`config.mk`:
```
export PLATFORM = sky130hd
export DESIGN_NAME = apm_host
export DESIGN_NICKNAME = d
export VERILOG_FILES = /design/src/hw/apm_pkg.sv /design/src/hw/apm_shift_if.sv /design/src/hw/apm_capture.sv /design/src/hw/apm_host.sv
export VERILOG_INCLUDE_DIRS = /design/src /design/src/hw
export SDC_FILE = /design/constraint.sdc
export NUM_CORES = 1
export LEC_CHECK = 0
export BUFFER_PORTS_ARGS = -buffer_cell sky130_fd_sc_hd__buf_4
export CORE_MARGIN = 2
export CORE_UTILIZATION = 46
export CTS_CLUSTER_SIZE = 16
export DETAILED_ROUTE_END_ITERATION = 7
export GPL_TIMING_DRIVEN = 1
export PLACE_DENSITY = 0.7
export SETUP_SLACK_MARGIN = 0.1
export SLEW_MARGIN = 10
export SYNTH_ARGS = -nofsm -noshare
export SYNTH_HDL_FRONTEND = slang
export SYNTH_HIERARCHICAL = 1
export SYNTH_SLANG_ARGS = --single-unit
```
`constraint.sdc`:
```
create_clock -name clock -period 5.75 [get_ports clock]
set_input_delay 0.8625 -clock clock [delete_from_list [all_inputs] [get_ports clock]]
set_output_delay 0.8625 -clock clock [all_outputs]
set_load 0.03 [all_outputs]
```
`src/hw/apm_defines.svh`:
```
// constants for the converter power-mode host controller
// How it works
// hold frame low ten or more falling clock edges to stay fully powered
// rising frame after edge ten, before sixteen aborts conversion, stays powered
// host gives sixteen serial clocks per frame for a full conversion
// between frames the frame line idles high, or low until shortly before next
// host waits the quiet interval after output release before next frame fall
// rising frame between edges two and nine enters power-down
// power-down entry aborts the conversion and releases the result output
// rising frame before edge two is ignored, mode unchanged
// dummy frame held past edge ten wakes device, fully powered after 1 us
// while waking, frame rise before edge ten returns device to power-down
// on wake the sampler returns to track at first clock edge of frame
// one dummy cycle suffices up to 18 MHz; quiet interval still applies
// short dummy ok: after 1 us raise frame past edge ten, then quiet, convert
// after supply the mode is unknown; run a dummy cycle first
// no 1 us wait before mode dummy; allow acquisition before valid conversion
// after supply the sampler already tracks
// frame fall holds sample, starts conversion, enables output driver
// stream is four zeros then twelve bits, msb first, straight binary
// output released at sixteenth falling edge
// device counts falling edges from frame fall and decides mode at frame rise
// device keeps one power bit, updated at frame rise or frame completion
`ifndef APM_DEFINES_SVH
`define APM_DEFINES_SVH
`define APM_CLK_MHZ       20
`define APM_SCLK_HALF     5
`define APM_FULL_EDGES    16
`define APM_NORMAL_EDGES  10
`define APM_PDOWN_EDGES   4
`define APM_LEAD_ZEROS    4
`define APM_RES_BITS      12
`define APM_QUIET_NS      60
`define APM_QUIET_CYC     ((`APM_QUIET_NS * `APM_CLK_MHZ + 999) / 1000)
`define APM_PWRUP_NS      1000
`define APM_PWRUP_CYC     ((`APM_PWRUP_NS * `APM_CLK_MHZ + 999) / 1000)
`endif

```
`src/hw/apm_pkg.sv`:
```
// types for the converter power-mode host controller
package apm_pkg;
  typedef enum logic [2:0] {
    APM_IDLE  = 3'b000,
    APM_FALL  = 3'b001,
    APM_LOW   = 3'b010,
    APM_HIGH  = 3'b011,
    APM_RISE  = 3'b100,
    APM_QUIET = 3'b101
  } apm_state_e;
  typedef enum logic [1:0] {
    APM_OP_CONVERT = 2'b00,
    APM_OP_PDOWN   = 2'b01,
    APM_OP_WAKE    = 2'b10
  } apm_op_e;
endpackage

```
`src/hw/apm_shift_if.sv`:
```
// shift path carrier between frame sequencer and result capture
`timescale 1ns/10ps
interface apm_shift_if;
  logic        clear;
  logic        sample;
  logic [15:0] word;
  modport seq (output clear, output sample, input word);
  modport cap (input clear, input sample, output word);
endinterface

```
`src/hw/apm_capture.sv`:
```
// result capture shift register with pin synchroniser
`timescale 1ns/10ps
`include "apm_defines.svh"
module apm_capture (
  // clock and reset
  input wire logic clock,
  input wire logic srst,
  // serial result pin
  input wire logic serial_result_out,
  // sequencer side
  apm_shift_if.cap sh
);
  import apm_pkg::*;
  typedef struct packed {
    logic        s1;
    logic        s2;
    logic [15:0] word;
  } apm_cap_s;
  apm_cap_s st_r;
  apm_cap_s st_nxt;
  always_comb begin
    st_nxt    = st_r;
    st_nxt.s1 = serial_result_out;
    st_nxt.s2 = st_r.s1;
    if (sh.clear) begin
      st_nxt.word = 16'h0000;
    end else if (sh.sample) begin
      st_nxt.word = {st_r.word[14:0], st_r.s2};
    end
  end
  always_ff @(posedge clock) begin
    if (srst) begin
      st_r <= '0;
    end else begin
      st_r <= st_nxt;
    end
  end
  assign sh.word = st_r.word;
endmodule

```
`src/hw/apm_host.sv`:
```
// host sequencer: frames, serial clock and power-mode control for the converter
`timescale 1ns/10ps
`include "apm_defines.svh"
module apm_host #(
  parameter int SCLK_HALF = `APM_SCLK_HALF,
  parameter int QUIET_CYC = `APM_QUIET_CYC,
  parameter int PWRUP_CYC = `APM_PWRUP_CYC
) (
  // clock and reset
  input  wire logic             clock,
  input  wire logic             srst,
  // command
  input  wire logic             cmd_valid,
  input  wire apm_pkg::apm_op_e cmd_op,
  output logic                  cmd_ready,
  // result
  output logic                  res_valid,
  output logic [11:0]           res_data,
  output logic                  dev_powered,
  // converter pins
  output logic                  frame_n,
  output logic                  sclk,
  input  wire logic             serial_result_out
);
  import apm_pkg::*;

  // ==================================================
  // state
  typedef struct packed {
    apm_state_e  st;
    apm_op_e     op;
    logic [4:0]  edges;
    logic [4:0]  target;
    logic [7:0]  div;
    logic [7:0]  quiet;
    logic [7:0]  wake;
    logic        frame_n;
    logic        sclk;
    logic        ready;
    logic        rvalid;
    logic [11:0] rdata;
    logic        powered;
    logic        known;
    logic        clr;
    logic        smp;
  } apm_host_s;
  apm_host_s st_r;
  apm_host_s st_nxt;

  apm_shift_if sh ();

  apm_capture u_cap (
    .clock             (clock),
    .srst              (srst),
    .serial_result_out (serial_result_out),
    .sh                (sh)
  );

  assign sh.clear  = st_r.clr;
  assign sh.sample = st_r.smp;

  // ==================================================
  // sequencer
  always_comb begin
    st_nxt        = st_r;
    st_nxt.rvalid = 1'b0;
    st_nxt.clr    = 1'b0;
    st_nxt.smp    = 1'b0;
    if (st_r.wake != 8'h00 && st_r.frame_n == 1'b0) begin
      st_nxt.wake = st_r.wake - 8'h01;
    end
    unique case (st_r.st)
      APM_IDLE: begin
        st_nxt.frame_n = 1'b1;
        st_nxt.sclk    = 1'b1;
        if (cmd_valid && st_r.ready) begin
          st_nxt.ready = 1'b0;
          st_nxt.op    = cmd_op;
          st_nxt.edges = 5'h00;
          st_nxt.div   = 8'h00;
          st_nxt.clr   = 1'b1;
          unique case (cmd_op)
            APM_OP_PDOWN: st_nxt.target = 5'(`APM_PDOWN_EDGES);
            APM_OP_WAKE:  st_nxt.target = 5'(`APM_NORMAL_EDGES);
            default:      st_nxt.target = 5'(`APM_FULL_EDGES);
          endcase
          if (cmd_op == APM_OP_WAKE) begin
            st_nxt.wake = 8'(PWRUP_CYC);
          end
          st_nxt.frame_n = 1'b0;
          st_nxt.st      = APM_FALL;
        end
      end
      APM_FALL: begin
        // first bit appears at frame fall: sample it, clock stays high
        st_nxt.div = st_r.div + 8'h01;
        if (st_r.div == 8'(SCLK_HALF - 1)) begin
          st_nxt.div  = 8'h00;
          st_nxt.smp  = 1'b1;
          st_nxt.st   = APM_HIGH;
        end
      end
      APM_LOW: begin
        st_nxt.div = st_r.div + 8'h01;
        if (st_r.div == 8'(SCLK_HALF - 1)) begin
          st_nxt.div  = 8'h00;
          st_nxt.sclk = 1'b1;
          st_nxt.st   = APM_HIGH;
          if (st_r.op == APM_OP_CONVERT && st_r.edges < 5'(`APM_FULL_EDGES)) begin
            st_nxt.smp = 1'b1;
          end
        end
      end
      APM_HIGH: begin
        st_nxt.div = st_r.div + 8'h01;
        if (st_r.div == 8'(SCLK_HALF - 1)) begin
          st_nxt.div = 8'h00;
          // falling edge of the serial clock
          st_nxt.sclk  = 1'b0;
          st_nxt.edges = st_r.edges + 5'h01;
          st_nxt.st    = APM_LOW;
          if (st_r.edges + 5'h01 >= st_r.target) begin
            if (st_r.op != APM_OP_WAKE || st_r.wake <= 8'h01) begin
              st_nxt.st = APM_RISE;
            end
          end
        end
      end
      APM_RISE: begin
        st_nxt.div = st_r.div + 8'h01;
        if (st_r.div == 8'(SCLK_HALF - 1)) begin
          st_nxt.div     = 8'h00;
          st_nxt.sclk    = 1'b1;
          st_nxt.frame_n = 1'b1;
          st_nxt.quiet   = 8'(QUIET_CYC);
          st_nxt.st      = APM_QUIET;
          unique case (st_r.op)
            APM_OP_PDOWN: st_nxt.powered = 1'b0;
            APM_OP_WAKE:  st_nxt.powered = 1'b1;
            default: begin
              st_nxt.powered = st_r.powered;
              st_nxt.rvalid  = st_r.known && st_r.powered;
              st_nxt.rdata   = sh.word[11:0];
            end
          endcase
          if (st_r.op != APM_OP_CONVERT) begin
            st_nxt.known = 1'b1;
          end
        end
      end
      APM_QUIET: begin
        st_nxt.frame_n = 1'b1;
        if (st_r.quiet != 8'h00) begin
          st_nxt.quiet = st_r.quiet - 8'h01;
        end else begin
          st_nxt.ready = 1'b1;
          st_nxt.st    = APM_IDLE;
        end
      end
      default: st_nxt.st = APM_IDLE;
    endcase
  end

  always_ff @(posedge clock) begin
    if (srst) begin
      st_r         <= '0;
      st_r.st      <= APM_IDLE;
      st_r.frame_n <= 1'b1;
      st_r.sclk    <= 1'b1;
      st_r.ready   <= 1'b1;
    end else begin
      st_r <= st_nxt;
    end
  end

  assign cmd_ready   = st_r.ready;
  assign res_valid   = st_r.rvalid;
  assign res_data    = st_r.rdata;
  assign dev_powered = st_r.powered;
  assign frame_n     = st_r.frame_n;
  assign sclk        = st_r.sclk;
endmodule

```
==> key figures <==
Placed design
  – Dpl cell area: roughly 3800 um2
  – Worst slack, placed: 3090 ps
  – GP Congestion: ~0.86
  – Detailed Place HPWL: a little over 5 mm
  – PortBufs: 22

Critical path
  – Setup crit end kind: flop
  – Crit path arrival time: a little under 3000 ps
  – Worst flop-to-flop path endpoint: res_data[8]
  – R2R cell count: 4
  – CP Cell Sequence: or3b_2, nor4_4, mux2i_1, nor2_1
  – WS Path Type: reg -> reg
  – Setup crit start kind: flop
  – Crit path to: res_data[8]
  – Critical Path Stages: 4
  – R2R Setup Slk: between 3000 and 4000 ps
  – Top Family by Delay on Critical Path: simple AND/OR/NAND/NOR gates
  – Crit path largest cell delay: about 880 ps
  – R2r startpoint: st_r[58]
  – Crit path launch: st_r[58]
  – Crit path required time: ~6000 ps
  – Buf/Inv on CP: 0
  – Critical-path top delay cell: dfxtp_1
  – CP Max Fanout: 26

Timing
  – RSZ-0062 raised after global routing: no
  – Fin. max-slew vios: 0
  – Setup ws final: roughly 3000 ps
  – Fin. Hold Viols: 0
  – Max Clk Rate: between 300 and 400 MHz
  – Measured slew at the worst slew-check pin: approximately 1000 ps
  – Fin crit share: around 47%
  – Worst slew margin: 31.8%
  – Min Tclk post-route: around 2700 ps
  – Post-Route Skew: approximately 6.6 ps
  – Final setup viols: 0
  – Setup TNS: 0 ps

Detailed routing
  – Vias: 2959
  – Residual DRC: 0
  – Post-route ant nets: 0
  – 1st-pass router iterations: 5
  – DRT Wirelength: between 7 and 8 mm
  – Via-per-instance ratio: 5.65
  – Drt wl/cell: between 10 and 15 um
  – 1st-iter DRT viols: roughly 200

Power and ir drop
  – VDD IR max: around 0.00014 V
  – Total power: 0.00109 W
  – Leakage: 1.46 nW
  – Power per Cell Area: 271 nW/um2

Layout
  – Final Instance Area: 4010 um2
  – Layout cells sized above 1: 12.6%
  – Final #Nets: about 440
  – # diodes: 0
  – Final Util: between 40 and 50%
  – P&R area growth vs syn: 6.06%

Worst hold path
  – Worst hold path type: reg -> reg

Clock network
  – Clk Latency, worst-skew pair: ~350 ps
  – Post_cts resized: 0
  – CTS buffer count: 9
  – Clock root buffer: clkbuf_8
  – Clk pin slew, worst setup/hold paths: about 80 ps
  – CTS tree: yes
  – Setup bufs post-CTS: 0
  – Clk sinks: 71
  – H-tree levels: 3
  – Hold_buf cts: 0
  – CTS Buffer Depth: 2

Global routing
  – Vias in the first global route: around 2700
  – Initial antenna violation count: 0
  – Largest net degree at the start of global routing: 49
  – Total grt overflow: 0
  – Total GRT Usage: approximately 18%
  – First-pass GRT wire length: between 10 and 15 mm

Floorplanning
  – Die width: between 90 and 100 um
  – Core footprint: 8090 um2
  – Starting density of the core: between 40% and 50%
  – DIE HEIGHT: 94.7 um
  – # rows: 33
  – Ports: 23
  – Die area: ~9000 um2

Synth
  – Syn Area/Cell: slightly below 9 um2
  – Syn_nets: around 450
  – Synthesized instance count: approximately 430
  – Post-Syn Area: 3780 um2
  – Synth warn: 6

Outcome
  – Outcome: finished, final reports clean

Run
  – Max Cap Viol: 0
==> where the power goes <==
group          internal (W)  leakage, nW  switching (W)
sequential         0.000503        0.574      0.0000169
combinational     0.0000425        0.769      0.0000664
clock              0.000250        0.112       0.000208
total              0.000795         1.46       0.000291
==> flip-flops by register name, indices dropped and copies added (netlist names) <==
name,count
u_cap/st_nxt,1
sclk,1
res_valid,1
frame_n,1
u_cap/sh.word,12
dev_powered,1
sh.sample,1
res_data,12
u_cap/st_r,1
st_r,38
cmd_ready,1
sh.clear,1
==> stage by stage <==
stage | hold slack, ps | cells
finish | 453 | 524
global route | 462 | 524
CTS | 457 | 524
detailed placement | 440 | 508
global placement | 427 | 508
floorplan | 414 | 426
==> cell usage in the layout, fill, tap and decap left out, types with 3 or more instances in the layout <==
master	n
dfxtp_1	71
nor2_1	47
a21oi_1	29
mux2i_1	29
buf_4	22
inv_1	20
nand2_1	20
nand3_1	19
ha_1	16
xnor2_1	11
nor3_1	9
clkbuf_8	9
nor4_1	8
o21ai_0	7
a311oi_1	6
a211oi_1	6
or4_1	6
o31ai_1	6
nor2b_1	5
nand2b_1	5
a31oi_1	5
or2_2	4
or3_1	3
o41ai_1	3
o211ai_1	3
==> worst reg2reg max path, cell delays in order (launching register included) <==
cell     delay (ps)
dfxtp_1         880
or3b_2          570
nor4_4          780
mux2i_1         300
nor2_1           50
==> final cells by class <==
cell class	count	area, um2
fill	788	4080
timing repair buffer	22	165
sequential	71	1420
clock inverter	7	105
clock buffer	9	124
tap	105	131
multi-input combinational	290	1990
inverter	20	75.1
==> per-layer routing <==
layer / vias to the layer above / GRT usage [%] / part of all wire, %
met3: 8 / 5.83 / 5.1
met4: 0 / 5.31 / 1.3
met5: - / 0 / 0
met2: 72 / 27.5 / 46
li1: 1478 / - / -
met1: 1401 / 24.5 / 48
==> worst min path at each step <==
stage                                start  cells after the start        endpoint  slack [ps]
after CTS                 u_cap/st_nxt[16]                      1  u_cap/st_r[16]         460
after global placement    u_cap/st_nxt[16]                      1  u_cap/st_r[16]         430
final                     u_cap/st_nxt[16]                      1  u_cap/st_r[16]         450
after floorplan           u_cap/st_nxt[16]                      1  u_cap/st_r[16]         410
after global routing      u_cap/st_nxt[16]                      1  u_cap/st_r[16]         460
after detailed placement  u_cap/st_nxt[16]                      1  u_cap/st_r[16]         440
(Power assumes the default switching activity.)
